## src/hdl/dsc_pkg.sv

```systemverilog
// constants for the serial configuration port
// assumes a single core clock; serial pins arrive asynchronously
package dsc_pkg;
	localparam int          BYTE_BITS      = 8;
	localparam int          ADDR_BITS      = 5;
	localparam int          REG_COUNT      = 32;
	localparam logic [2:0]  BIT_CNT_LAST   = 3'h7;
	localparam int          INS_DIR_POS    = 7;
	localparam int          INS_CNT_HI_POS = 6;
	localparam int          INS_CNT_LO_POS = 5;
	localparam logic [4:0]  ADDR_CTRL      = 5'h00;
	localparam int          CTRL_ORDER_POS = 6;
	localparam logic [7:0]  CTRL_RESET     = 8'h80;
	localparam logic [7:0]  REG_RESET      = 8'h00;
	localparam logic [4:0]  ADDR_STEP      = 5'h01;
	localparam logic [1:0]  CNT_STEP       = 2'h1;
	localparam int          SCLK_MAX_MHZ   = 20;
	typedef enum logic [1:0] {DSC_INSTR, DSC_DATA, DSC_DONE} dsc_state_t;
endpackage

```

## src/hdl/dsc_serial_port.sv

```systemverilog
// serial configuration port: instruction byte, then 1..4 data bytes on one data pin
// assumes serial clock well below core clock/4 (20 MHz max vs 125 MHz core)
`timescale 1ns/100ps
`default_nettype none
// Summary of operation
// - every cycle starts with an 8-bit instruction on the first eight rising edges
// - instruction decodes direction, byte count and first register address
// - mode/reset pulse high then low restarts at instruction phase
// - partial bits at a mode/reset pulse are discarded, never written
// - data phase moves exactly one to four bytes per the count
// - each written byte updates its register on its final bit
// - one shared data pin receives commands and drives read data
// - msb-first or lsb-first bit order chosen by configuration bit
// - every configuration register is readable and writable, single or multibyte
// - bit7 read flag, bits6..5 count minus one, bits4..0 address
// - sample on rising serial clock, launch on falling; clock at most 20 MHz
// - select held low for whole cycle; data pin released while high
// - address decrements per byte when msb-first, increments when lsb-first
module dsc_serial_port (
	// core clock and reset
	input  wire logic                         core_clk,
	input  wire logic                         srst,
	// serial pins
	input  wire logic                         sclkPin,
	input  wire logic                         select_n,
	input  wire logic                         modeResetPin,
	input  wire logic                         sdioIn,
	output var  logic                         sdioOut,
	output var  logic                         sdioOe,
	// register contents to the converter core
	output var  logic [dsc_pkg::BYTE_BITS-1:0] ctrlReg,
	output var  logic                         busy
);
	import dsc_pkg::*;

	localparam int PIN_COUNT = 4;

	// synchronised pins and their delayed copies for edge detection
	logic [PIN_COUNT-1:0] pinRaw;
	logic [PIN_COUNT-1:0] pinSync;
	logic                 sclkS;
	logic                 selNS;
	logic                 modeS;
	logic                 sdioS;
	logic                 sclkD;
	logic                 modeD;
	// register file, one byte per address
	logic [BYTE_BITS-1:0] regs      [REG_COUNT];
	logic [BYTE_BITS-1:0] next_regs [REG_COUNT];
	// sequencer state
	dsc_state_t           state;
	dsc_state_t           next_state;
	logic [BYTE_BITS-1:0] shiftReg;
	logic [BYTE_BITS-1:0] next_shiftReg;
	logic [BYTE_BITS-1:0] outReg;
	logic [BYTE_BITS-1:0] next_outReg;
	logic [2:0]           bitCnt;
	logic [2:0]           next_bitCnt;
	logic [1:0]           byteCnt;
	logic [1:0]           next_byteCnt;
	logic [ADDR_BITS-1:0] addr;
	logic [ADDR_BITS-1:0] next_addr;
	logic                 readOp;
	logic                 next_readOp;
	logic                 next_sdioOut;
	logic                 next_sdioOe;
	logic                 next_busy;
	// decoded strobes
	logic                 sclkRise;
	logic                 sclkFall;
	logic                 modeFall;
	logic                 lsbFirst;
	logic [BYTE_BITS-1:0] rxByte;

	// every external pin is synchronised before use; one synchroniser per pin
	assign pinRaw = {sdioIn, modeResetPin, select_n, sclkPin};
	genvar g;
	generate
		for (g = 0; g < PIN_COUNT; g++)
		begin : gSync
			dsc_sync uSync (.clk(core_clk), .srst(srst), .pinIn(pinRaw[g]), .pinOut(pinSync[g]));
		end
	endgenerate
	// select reads as low for two clocks after reset; harmless, no clock edge is seen meanwhile
	assign sclkS = pinSync[0];
	assign selNS = pinSync[1];
	assign modeS = pinSync[2];
	assign sdioS = pinSync[3];

	// address of the following byte: msb-first walks down, lsb-first walks up, wrapping at five bits
	function automatic logic [ADDR_BITS-1:0] stepAddr(input logic [ADDR_BITS-1:0] cur, input logic lsb);
		stepAddr = lsb ? cur + ADDR_STEP : cur - ADDR_STEP;
	endfunction

	// bit-order aware byte assembly, used for receive only; transmit shifts outReg directly
	function automatic logic [BYTE_BITS-1:0] shiftIn(input logic [BYTE_BITS-1:0] cur,
		input logic b, input logic lsb);
		shiftIn = lsb ? {b, cur[BYTE_BITS-1:1]} : {cur[BYTE_BITS-2:0], b};
	endfunction

	// edge detect works on synchronised copies only
	assign sclkRise = sclkS & ~sclkD;
	assign sclkFall = ~sclkS & sclkD;
	assign modeFall = ~modeS & modeD;
	assign lsbFirst = regs[ADDR_CTRL][CTRL_ORDER_POS];
	assign rxByte   = shiftIn(shiftReg, sdioS, lsbFirst);

	// sequencer and register file next values
	always_comb
	begin
		next_state    = state;
		next_shiftReg = shiftReg;
		next_outReg   = outReg;
		next_bitCnt   = bitCnt;
		next_byteCnt  = byteCnt;
		next_addr     = addr;
		next_readOp   = readOp;
		next_sdioOut  = sdioOut;
		next_sdioOe   = sdioOe;
		next_regs     = regs;
		if (modeS || modeFall || selNS)
		begin
			// restart discards partial bits without a write; select high releases the pin
			next_state   = DSC_INSTR;
			next_bitCnt  = '0;
			next_shiftReg = '0;
			next_sdioOe  = 1'b0;
			next_sdioOut = 1'b0;
		end
		else
		begin
			case (state)
			DSC_INSTR:
				if (sclkRise)
				begin
					next_shiftReg = rxByte;
					next_bitCnt   = bitCnt + 3'h1;
					if (bitCnt == BIT_CNT_LAST)
					begin
						next_readOp  = rxByte[INS_DIR_POS];
						next_byteCnt = {rxByte[INS_CNT_HI_POS], rxByte[INS_CNT_LO_POS]};
						next_addr    = rxByte[ADDR_BITS-1:0];
						next_outReg  = regs[rxByte[ADDR_BITS-1:0]];
						next_state   = DSC_DATA;
					end
				end
			DSC_DATA:
			begin
				if (sclkFall && readOp)
				begin
					// launch next read bit on falling edge
					next_sdioOe  = 1'b1;
					next_sdioOut = lsbFirst ? outReg[0] : outReg[BYTE_BITS-1];
				end
				if (sclkRise)
				begin
					next_shiftReg = rxByte;
					next_bitCnt   = bitCnt + 3'h1;
					next_outReg   = lsbFirst ? (outReg >> 1) : (outReg << 1);
					if (bitCnt == BIT_CNT_LAST)
					begin
						if (!readOp)
							next_regs[addr] = rxByte;
						next_addr = stepAddr(addr, lsbFirst);
						// prefetch the next read byte so its first bit is ready at the coming fall
						next_outReg = regs[stepAddr(addr, lsbFirst)];
						next_byteCnt = byteCnt - CNT_STEP;
						if (byteCnt == '0)
							next_state = DSC_DONE;
					end
				end
			end
			default:
			begin
				// ignore clocks until select goes high again
				if (sclkFall)
					next_sdioOe = 1'b0;
			end
			endcase
		end
		next_busy = (next_state != DSC_INSTR) || (next_bitCnt != '0);
	end

	// registering of all sequencer state
	always_ff @(posedge core_clk)
	begin
		if (srst)
		begin
			sclkD    <= 1'b0;
			modeD    <= 1'b0;
			state    <= DSC_INSTR;
			shiftReg <= '0;
			outReg   <= '0;
			bitCnt   <= '0;
			byteCnt  <= '0;
			addr     <= '0;
			readOp   <= 1'b0;
			sdioOut  <= 1'b0;
			sdioOe   <= 1'b0;
			busy     <= 1'b0;
			ctrlReg  <= CTRL_RESET;
			for (int i = 0; i < REG_COUNT; i++)
				regs[i] <= (i == ADDR_CTRL) ? CTRL_RESET : REG_RESET;
		end
		else
		begin
			sclkD    <= sclkS;
			modeD    <= modeS;
			state    <= next_state;
			shiftReg <= next_shiftReg;
			outReg   <= next_outReg;
			bitCnt   <= next_bitCnt;
			byteCnt  <= next_byteCnt;
			addr     <= next_addr;
			readOp   <= next_readOp;
			sdioOut  <= next_sdioOut;
			sdioOe   <= next_sdioOe;
			busy     <= next_busy;
			ctrlReg  <= next_regs[ADDR_CTRL];
			regs     <= next_regs;
		end
	end
endmodule
`default_nettype wire

```

## src/hdl/dsc_sync.sv

```systemverilog
// two-flop synchroniser for one asynchronous pin
// assumes clk is the core clock
`timescale 1ns/100ps
`default_nettype none
module dsc_sync (
	// clock and reset
	input  wire logic clk,
	input  wire logic srst,
	// pin in, synchronised level out
	input  wire logic pinIn,
	output var  logic pinOut
);
	logic stage1;
	logic next_stage1;
	logic next_pinOut;

	// first stage feeds only the second
	always_comb
	begin
		next_stage1 = pinIn;
		next_pinOut = stage1;
	end

	always_ff @(posedge clk)
	begin
		if (srst)
		begin
			stage1 <= 1'b0;
			pinOut <= 1'b0;
		end
		else
		begin
			stage1 <= next_stage1;
			pinOut <= next_pinOut;
		end
	end
endmodule
`default_nettype wire

```

## config.mk

```make
export PLATFORM = sky130hd
export DESIGN_NAME = dsc_serial_port
export DESIGN_NICKNAME = d
export VERILOG_FILES = /design/src/hdl/dsc_pkg.sv /design/src/hdl/dsc_serial_port.sv /design/src/hdl/dsc_sync.sv
export SDC_FILE = /design/constraint.sdc
export NUM_CORES = 1
export LEC_CHECK = 0
export BUFFER_PORTS_ARGS = -buffer_cell sky130_fd_sc_hd__buf_2
export CAP_MARGIN = 20
export CORE_MARGIN = 5
export CORE_UTILIZATION = 40
export CTS_BUF_LIST = sky130_fd_sc_hd__clkbuf_16
export DETAILED_ROUTE_END_ITERATION = 6
export PLACE_DENSITY = 0.61
export SLEW_MARGIN = 25
export SYNTH_ARGS = -nofsm -noshare
export SYNTH_HDL_FRONTEND = slang
export SYNTH_SLANG_ARGS = --single-unit
```

## constraint.sdc

```tcl
create_clock -name core_clk -period 3.26 [get_ports core_clk]
set_clock_uncertainty 0.2 [all_clocks]
set_input_delay 0.326 -clock core_clk [delete_from_list [all_inputs] [get_ports core_clk]]
set_output_delay 0.326 -clock core_clk [all_outputs]
set_load 0.01 [all_outputs]
```

# Word level (Yosys, flattened, before mapping)
# Index checks and enable logic that the tools add are counted.
[word_totals]
ff_bits = 298
out_inout_bits = 11
elab_cells = 140
[op_classes]
addsub = 4
n_lt_le_gt_ge = 4
n_eq_ne = 7
n_mux = 41
bitwise = 12
n_reduce_logical = 20
[ops]
columns = ["cell", "n"]
rows = [
  ["$bwmux 256", 1],
  ["$mux 8", 11],
  ["$bmux 8 s5", 2],
  ["$demux 8 s5", 1],
  ["$mux 5", 5],
  ["$mux 2", 10],
  ["$ge 6x6->1 const B", 3],
  ["$not 5->6", 3],
  ["$pmux 8 s2", 1],
  ["$ne 2x2->1 const B", 5],
  ["$pmux 5 s2", 1],
  ["$reduce_and 5->1", 2],
  ["$mux 3", 3],
  ["$pmux 2 s2", 2],
  ["$lt 6x1->1 const B", 1],
  ["$not 1->1", 6],
  ["$reduce_and 6->1", 1],
  ["$reduce_bool 2->1", 3],
  ["$add 5x1->5 const B", 1],
  ["$sub 5x1->5 const B", 1],
  ["$logic_not 2->1", 2],
  ["$reduce_and 2->1", 2],
  ["$reduce_and 4->1", 1],
  ["$reduce_or 2->1", 2],
  ["11 further kinds", 18],
]

# Logic depth before layout (Yosys ltp)
# Gate-level depths: netlist of the first run.
[depth]
ltp_word = 9
ltp_mapped = 15

# Cells and area by module
# From an unflattened synthesis of the first run, not the netlist that was laid out.
[hier_totals]
cells_unflattened = 1855
area_unflattened_um2 = 16577.1
[modules_own_cells]
columns = ["module", "instances", "cells_per_inst", "area_each_um2", "seq_area_each_um2"]
rows = [
  ["dsc_serial_port", 1, 1839, 16366.9, 5805.6],
  ["dsc_sync", 4, 4, 52.6, 40.0],
]

# Least setup slack after synthesis of the first run
# OpenSTA, ideal clock, no wires.
[synth_timing]
path_type = "register to register"
startpoint = "register addr[0]"
endpoint = "register outReg[0]"
setup_time_ps = 133
arrival_time_ps = 2939
path_slack_ps = -12
path_stages_with_launch = 13
path_buffers = 6
path_cell_list = "dfxtp_1 > buf_6 > buf_8 > buf_6 > inv_6 > fa_1 > buf_2 > buf_2 > buf_2 > mux4_2 > a311o_1 > o22ai_1 > o32ai_1"
[synth_between]
elab_chain_cells = 9
word_cells_on_any_way = 10
classes_between = "2 x add/sub; 7 x mux; 1 x bitwise"
[synth_rtl]
columns = ["item", "line", "rtl"]
rows = [
  ["start: declaration", "dsc_serial_port.sv:61", "logic [ADDR_BITS-1:0] addr;"],
  ["start signal: assignment", "dsc_serial_port.sv:214", "addr <= next_addr;"],
  ["$sub 5x1->5 or $add 5x1->5 (tied branches)", "dsc_serial_port.sv:92", "stepAddr = lsb ? cur + ADDR_STEP : cur - ADDR_STEP;"],
  ["$mux 5 (*)", "dsc_serial_port.sv:92", ""],
  ["$not 5->6 (implied by the code) (*)", "dsc_serial_port.sv:166", "next_outReg = regs[stepAddr(addr, lsbFirst)];"],
  ["$bmux 8 s5 (*)", "dsc_serial_port.sv:166", ""],
  ["$mux 8 (implied by the code) (*) (2 in series)", "dsc_serial_port.sv:166", ""],
  ["$mux 8 (*)", "dsc_serial_port.sv:160", "if (bitCnt == BIT_CNT_LAST)"],
  ["$mux 8 (*)", "dsc_serial_port.sv:155", "if (sclkRise)"],
  ["$pmux 8 s2 (*)", "dsc_serial_port.sv:132", "case (state)"],
  ["end signal: assignment", "dsc_serial_port.sv:211", "outReg <= next_outReg;"],
  ["end: declaration", "dsc_serial_port.sv:55", "logic [BYTE_BITS-1:0] outReg;"],
]
# Every way passes the cells marked *; elsewhere a longest branch is shown, timed or not. The select of a mux whose other input is x is not followed.
# A chain may end at the register's enable or synchronous reset.

# Final worst setup path of the first run
[layout_timing]
startpoint = "register regs (netlist bit lsbFirst)"
endpoint = "register outReg[0]"
[layout_between]
elab_chain_cells = 8
word_cells_on_any_way = 16
classes_between = "14 x mux; 2 x bitwise"
[layout_rtl]
columns = ["item", "line", "rtl"]
rows = [
  ["start: declaration", "dsc_serial_port.sv:48", "logic [BYTE_BITS-1:0] regs [REG_COUNT];"],
  ["start signal: indexed assignment", "dsc_serial_port.sv:203", "regs[i] <= (i == ADDR_CTRL) ? CTRL_RESET : REG_RESET;"],
  ["start signal: assignment", "dsc_serial_port.sv:220", "regs <= next_regs;"],
  ["$mux 5 or $mux 8 (tied branches)", "dsc_serial_port.sv:92, dsc_serial_port.sv:98", ""],
  ["$not 5->6 (on tied branches)", "dsc_serial_port.sv:166, dsc_serial_port.sv:143", ""],
  ["$bmux 8 s5 (on tied branches)", "dsc_serial_port.sv:166, dsc_serial_port.sv:143", ""],
  ["$mux 8 (on tied branches) (2 in series)", "dsc_serial_port.sv:166, dsc_serial_port.sv:143", ""],
  ["$mux 8 (on tied branches)", "dsc_serial_port.sv:160, dsc_serial_port.sv:138", ""],
  ["$mux 8 (on tied branches)", "dsc_serial_port.sv:155, dsc_serial_port.sv:134", ""],
  ["$pmux 8 s2 (*)", "dsc_serial_port.sv:132", ""],
]
# Marks and branches as above.

==> metrics.yaml, run 1 <==
status: "complete, but fails checks"
failed_checks: "negative setup slack"
syn-num-nets: 2107
p_sw_share_pct: 24.8
area_growth_pct: 13.0
rsz0062_at_grt: "yes"
start_kind: "flip-flop"
critical_path.cell_chain: "buf_12 -> buf_4 -> nand2b_1 -> o22ai_1 -> o21a_1 -> o32ai_1 -> a211oi_1 -> buf_4 -> nor4_1 -> o32ai_1"
clk_path_buf_depth: 3
gp_congestion: 0.950
total_power_mw: 8.01
setup_violations: 1
grt_pass1_wl_um: 96300
slew_viol_final: 0
maxCapViolations: 0
cts-root-buf: "clkbuf_16"
die_h_um: 215
internal_power_mw: 6.02
n_antenna_cell: 0
min_period_ns: 3.27
start_util_pct: 40.2
grt_pass1_vias: 15101
viasPerCell: 6.22
slowest_stage: "a211oi_1"
layout-drive-gt1-share_pct: 14.6
final_nets: 2095
vias: 16468
drt_first_iter_violations: 2105
path_clk_slew_ns: 0.06
routed_wl_um: 64000
io_buffers: 16
hp-class: "in -> reg"
antenna_found_initial: 0
p_leak_nw: 6.17
grt-ovfl-total: 0
hold_violations: 0
ys.flop_type: "dfxtp_1"
numCtsBuffers: 35
firstDrtPassIters: 5
worstMarginPinSlew_ns: 0.830
critPathMaxStageDelay_ns: 0.49
cts_tree: "yes"
synth_area_um2: 16700
coreArea_um2: 41700
grt_max_degree: 115
avgSynthCellArea_um2: 8.00
htree_num_levels: 2
die-width_um: 215
ant_nets: 0
rows: 75
synth-seq-cells: 298
clock_latency_ns: 0.55
period_share_pct: 100
end_kind: "flip-flop"
fin_setup_tns_ns: -0.0113
drc: 0
postLayoutSetupSlackWorst_ns: -0.0113
io_pins: 17
dp_slack_ns: 0.0351
seq_area_frac_synth_pct: 35.6
dp_hpwl_um: 42800
power_frac_comb_pct: 5.4
final_area_um2: 18900
syn-instance-count: 2093
dieArea_um2: 46000
fmaxAchievable_mhz: 306
worstPathArrival_ns: 3.52
wl_per_cell_um: 24.2
yosysUniqueCellTypes: 81
clock-sinks: 298
pwr_density_cell_nw_per_um2: 424
switching_power_mw: 1.99
synth-edff-count: 0
post-route-util_pct: 45.4
synthArstFlopShare_pct: 0
seq_power_share_pct: 45.7
peakVddDrop_mv: 0.311
grt_use_total_pct: 26.6
slew_headroom_pct: 44.6
worstPathRequired_ns: 3.51
critPathKind: "reg -> reg"
placed_area_um2: 17700
crit_fanout: 69
ys_warn_count: 0
nFillCells: 4061
p_clk_share_pct: 48.9
==> per-layer routing <==
metal / vias to the layer above / global-route usage, % / routed length [um]
met5: - / 0 / 0
met4: 0 / 10.1 / 2610
met3: 170 / 6.79 / 7560
met2: 1021 / 40.5 / 28000
met1: 7860 / 36.6 / 25800
li1: 7417 / - / -
==> cell usage after synthesis (17+ instances only) <==
library cell	number	share of area, %
a211oi_1	103	4.6
a21oi_1	241	7.2
buf_2	45	1.3
buf_4	28	1.3
clkbuf_1	97	2.2
dfxtp_1	298	36
mux2i_1	29	1.7
mux4_2	63	8.5
nand2_1	332	7.4
nand3_1	73	2.2
nor2_1	381	8.5
nor2b_1	17	0.64
nor3_1	28	0.84
o211ai_1	45	2.0
o21ai_0	61	1.8
==> logic make-up (layout without fill, tap and decap cells) <==
kind of cell,Yosys count,in the layout,synth area share [%]
buffers and inverters,215,230,6.61
adders and majority gates,8,8,0.643
AOI/OAI and AO/OA,558,558,21.0
muxes,114,114,13.1
xor gates and xnor gates,7,7,0.546
and+or+nand+nor,893,893,22.5
DFF,298,298,35.6
==> worst paths after layout <==
kind	cells after the start	endpoint	start	slack, ns
worst max-delay path	10	outReg[0]$_SDFFE_PP0P_	lsbFirst$_SDFFE_PP0P_	-0.01
worst min-delay path	2	gSync[3].uSync.pinOut$_SDFF_PP0_	srst	0.08
worst max register to register	10	outReg[0]$_SDFFE_PP0P_	lsbFirst$_SDFFE_PP0P_	-0.01
worst min register to register	1	gSync[2].uSync.pinOut$_SDFF_PP0_	gSync[2].uSync.next_pinOut$_SDFF_PP0_	0.23
==> layout by cell type (no fill, tap or decap), types with 6 or more instances in the layout <==
cell type and n:
mux4_2 63, nand3_1 73, nor2_4 8, clkinv_2 8
mux2i_1 24, and3_1 6, dfxtp_1 294, a211oi_1 103
nand2b_1 16, clkinv_1 8, a21oi_1 241, o2111ai_1 6
a22oi_1 7, buf_2 15, buf_4 113, mux4_1 15
a31oi_1 7, o221ai_1 9, buf_12 15, o21ai_0 59
o31ai_1 8, o211ai_1 45, clkbuf_16 37, nor2b_1 17
nor3_1 28, nand2_1 332, nor2_1 381, ha_1 7
inv_1 18, o22ai_1 10
==> final cells by class <==
| class | instances | area, um^2 | area share, % |
|---|---|---|---|
| multi-input combinational | 1580 | 9750 | 51.5 |
| sequential | 298 | 5980 | 31.6 |
| timing repair buffer | 151 | 1340 | 7.08 |
| clock buffer | 36 | 901 | 4.76 |
| tap | 539 | 674 | 3.56 |
| clock inverter | 28 | 221 | 1.17 |
| inverter | 15 | 61.3 | 0.324 |
==> timing repair <==
item | in CTS | in global routing
hold buffers | 4 | 0
gates resized for setup | 0 | 3
buffers inserted | 0 | 3
hold endpoints to repair | 4 | 0
endpoints found under the setup margin | 0 | 3
==> worst max-delay path: cells and delay by family (launching register included) <==
family                 cells  cell delay, ns
AOI/OAI and AO/OA          5            1.24
DFF                        1            0.37
buffers and inverters      3            0.91
and+or+nand+nor            2            0.40
==> registers in the layout, summed over array words and instances (netlist names) <==
name	flops
addr	5
bitCnt	3
busy	1
byteCnt	2
gSync.uSync.next_pinOut	4
gSync.uSync.pinOut	4
lsbFirst	1
modeD	1
outReg	8
readOp	1
regs	255
sclkD	1
sdioOe	1
sdioOut	1
shiftReg	8
state	2
==> through the flow <==
stage / hold slack [ns] / cells
after floorplan: 0.214 / 2093
after global placement: 0.217 / 2575
after detailed placement: 0.223 / 2575
after CTS: 0.0957 / 2643
after global routing: 0.118 / 2647
final: 0.0766 / 2647
==> power groups by stage <==
| stage | sequential [mW] | clock, mW | combinational, mW |
|---|---|---|---|
| after floorplan | 3.74 | 0 | 0.254 |
| after global placement | 3.74 | 0 | 0.410 |
| after detailed placement | 3.74 | 0 | 0.415 |
| after CTS | 3.66 | 3.97 | 0.419 |
| after global routing | 3.66 | 4.14 | 0.454 |
| final | 3.66 | 3.92 | 0.433 |
Note: power is estimated with default switching activity, not from simulation.
==> run 2, diff against run 1 <==
Settings changed: RECOVER_POWER set to 100.
==> run 2 against run 1 <==
  * The run now ends clean
  * Total power about the same
  * Fmax up 0.47%
  * Sequential share of layout area up 0.16 points
==> metrics.yaml, run 2 (synthesis results as in run 1) <==
period_share_pct: 99.9  # -0.47 points
nFillCells: 4075  # +0.34%
reg2reg_depth: 10  # unchanged
p_leak_nw: 6.09  # -1.4%
min_to: "gSync[3].uSync.pinOut$_SDFF_PP0_"
start_kind: "flip-flop"
hold_depth: 2  # unchanged
grt_pass1_wl_um: 96300  # unchanged
rows: 75  # unchanged
slew_viol_final: 0  # unchanged
firstDrtPassIters: 7  # +2
slew_headroom_pct: 31.2  # -13 points
final_cell_mix: "nor2_1 (382), nand2_1 (332), dfxtp_1 (294), a21oi_1 (241), a211oi_1 (103)"
cts_tree: "yes"
status: "completed"
register_area_um2: 5980  # unchanged
final_common_cell: "nor2_1"
rsz0062_at_grt: "yes"
layout-drive-gt1-share_pct: 13.7  # -0.95 points
worstHoldStart: "srst"
grt_pass1_vias: 15101  # unchanged
switching_power_mw: 1.99  # about the same
numCtsBuffers: 35  # unchanged
worstPathRequired_ns: 3.51  # about the same
dieArea_um2: 46000  # unchanged
setup_violations: 0  # -1
largestRegisters: "regs x255, outReg x8, shiftReg x8"
area_growth_pct: 12.4
grt-ovfl-total: 0  # unchanged
critPathKind: "reg -> reg"
grt_use_total_pct: 26.6  # unchanged
seq_power_share_pct: 45.7  # about the same
maxCapViolations: 0  # unchanged
n_antenna_cell: 0  # unchanged
whs_ns: 0.0812  # +0.00454 ns
clk_path_buf_depth: 3  # unchanged
wl_per_cell_um: 24.1  # -0.12%
placed_area_um2: 17700  # unchanged
grt_max_degree: 115  # unchanged
instances_no_fill: 2647  # unchanged
clock_latency_ns: 0.54  # about the same
drt_first_iter_violations: 2052  # -2.5%
worstMarginPinSlew_ns: 1.03  # +0.197 ns
hp-class: "in -> reg"
largest_reg_flops: 255  # unchanged
internal_power_mw: 6.02  # about the same
multiInputGateArea_um2: 9720  # -0.31%
coreArea_um2: 41700  # unchanged
fmaxAchievable_mhz: 307  # +0.47%
drc: 0  # unchanged
slowest_stage: "a211oi_1"
io_buffers: 16  # unchanged
end_kind: "flip-flop"
critPathMaxStageDelay_ns: 0.47  # -0.02 ns
crit_fanout: 69  # unchanged
dp.cells: 2575  # unchanged
vias: 16505  # +0.22%
critical_path.cell_chain: "buf_12 -> buf_4 -> nand2b_1 -> o22ai_1 -> o21a_1 -> o32ai_1 -> a211oi_1 -> buf_4 -> nor4_1 -> o32ai_1"
peakVddDrop_mv: 0.308  # -0.74%
gp_congestion: 0.950  # unchanged
path_clk_slew_ns: 0.06  # about the same
die_h_um: 215  # unchanged
die-width_um: 215  # unchanged
clock-sinks: 298  # unchanged
io_pins: 17  # unchanged
r2r_end: "outReg[0]$_SDFFE_PP0P_"
r2r_start: "lsbFirst$_SDFFE_PP0P_"
routed_wl_um: 63900  # -0.12%
htree_num_levels: 2  # unchanged
post-route-util_pct: 45.2  # -0.23 points
power_frac_comb_pct: 5.4  # about the same
p_sw_share_pct: 24.9  # about the same
ff2ff_setup_slack_ns: 0.004  # +0.02 ns
dp_hpwl_um: 42800  # unchanged
pwr_density_cell_nw_per_um2: 426  # +0.52%
min_period_ns: 3.26  # -0.0153 ns
p_clk_share_pct: 48.9  # about the same
start_util_pct: 40.2  # unchanged
final_area_um2: 18800  # -0.51%
worstPathArrival_ns: 3.50  # -0.02 ns
top_register: "regs"
fin_setup_tns_ns: 0  # +0.0113 ns
ant_nets: 0  # unchanged
hold_violations: 0  # unchanged
viasPerCell: 6.24  # +0.22%
cts-root-buf: "clkbuf_16"
antenna_found_initial: 0  # unchanged
final_nets: 2095  # unchanged
[run 2: worst max path at each step]
stage	cells past startpoint	slack [ns]	end	from
after floorplan	13	0.01	outReg[0]$_SDFFE_PP0P_	addr[0]$_SDFFE_PP0P_
after global placement	8	0.08	outReg[4]$_SDFFE_PP0P_	addr[0]$_SDFFE_PP0P_
after detailed placement	8	0.04	outReg[4]$_SDFFE_PP0P_	addr[0]$_SDFFE_PP0P_
after CTS	8	0.05	outReg[4]$_SDFFE_PP0P_	addr[0]$_SDFFE_PP0P_
after global routing	9	-0.03	outReg[1]$_SDFFE_PP0P_	addr[1]$_SDFFE_PP0P_
final	10	0.004	outReg[0]$_SDFFE_PP0P_	lsbFirst$_SDFFE_PP0P_
[run 2: what timing repair did]
action | CTS | global route
endpoints found under the hold margin | 4 | 0
setup buffers | 0 | 3
gates resized for setup | 0 | 3
endpoints found under the setup margin | 0 | 3
hold buffers | 4 | 0
[run 2: layout make-up]
| cell class | instances | area share [%] |
|---|---|---|
| inverters | 15 | 0.326 |
| clock inverters | 28 | 1.18 |
| well taps | 539 | 3.58 |
| clock buffers | 36 | 4.79 |
| multi-input cells | 1580 | 51.6 |
| repair buffers | 151 | 6.76 |
| flip-flops and latches | 298 | 31.7 |
[run 2: critical path: cells and delay by family (launching register included)]
family	cells	cell delay (ns)
AO/OA/AOI/OAI	5	1.22
buffers and inverters	3	0.91
AND/OR/NAND/NOR	2	0.40
flip-flops	1	0.37
[run 2: power by group through the flow]
| stage | clock, mW | combinational [mW] | sequential [mW] |
|---|---|---|---|
| 6_report | 3.92 | 0.432 | 3.66 |
| 5_1_grt | 4.14 | 0.453 | 3.66 |
| 2_1_floorplan | 0 | 0.254 | 3.74 |
| 4_1_cts | 3.97 | 0.419 | 3.66 |
| 3_5_place_dp | 0 | 0.415 | 3.74 |
| 3_3_place_gp | 0 | 0.410 | 3.74 |
[run 2: layer usage]
layer / GRT usage (%) / vias to the layer above / share of wire [%]
met4: 10.1 / 0 / 4.3
met3: 6.79 / 193 / 11
li1: - / 7421 / -
met5: 0 / - / 0
met1: 36.6 / 7888 / 41
met2: 40.5 / 1003 / 43
[run 2: stage by stage]
step,worst slack [ns],power [mW]
2_1_floorplan,0.0107,3.99
3_3_place_gp,0.0801,4.15
3_5_place_dp,0.0351,4.16
4_1_cts,0.0487,8.06
5_1_grt,-0.0308,8.25
6_report,0.00396,8.01
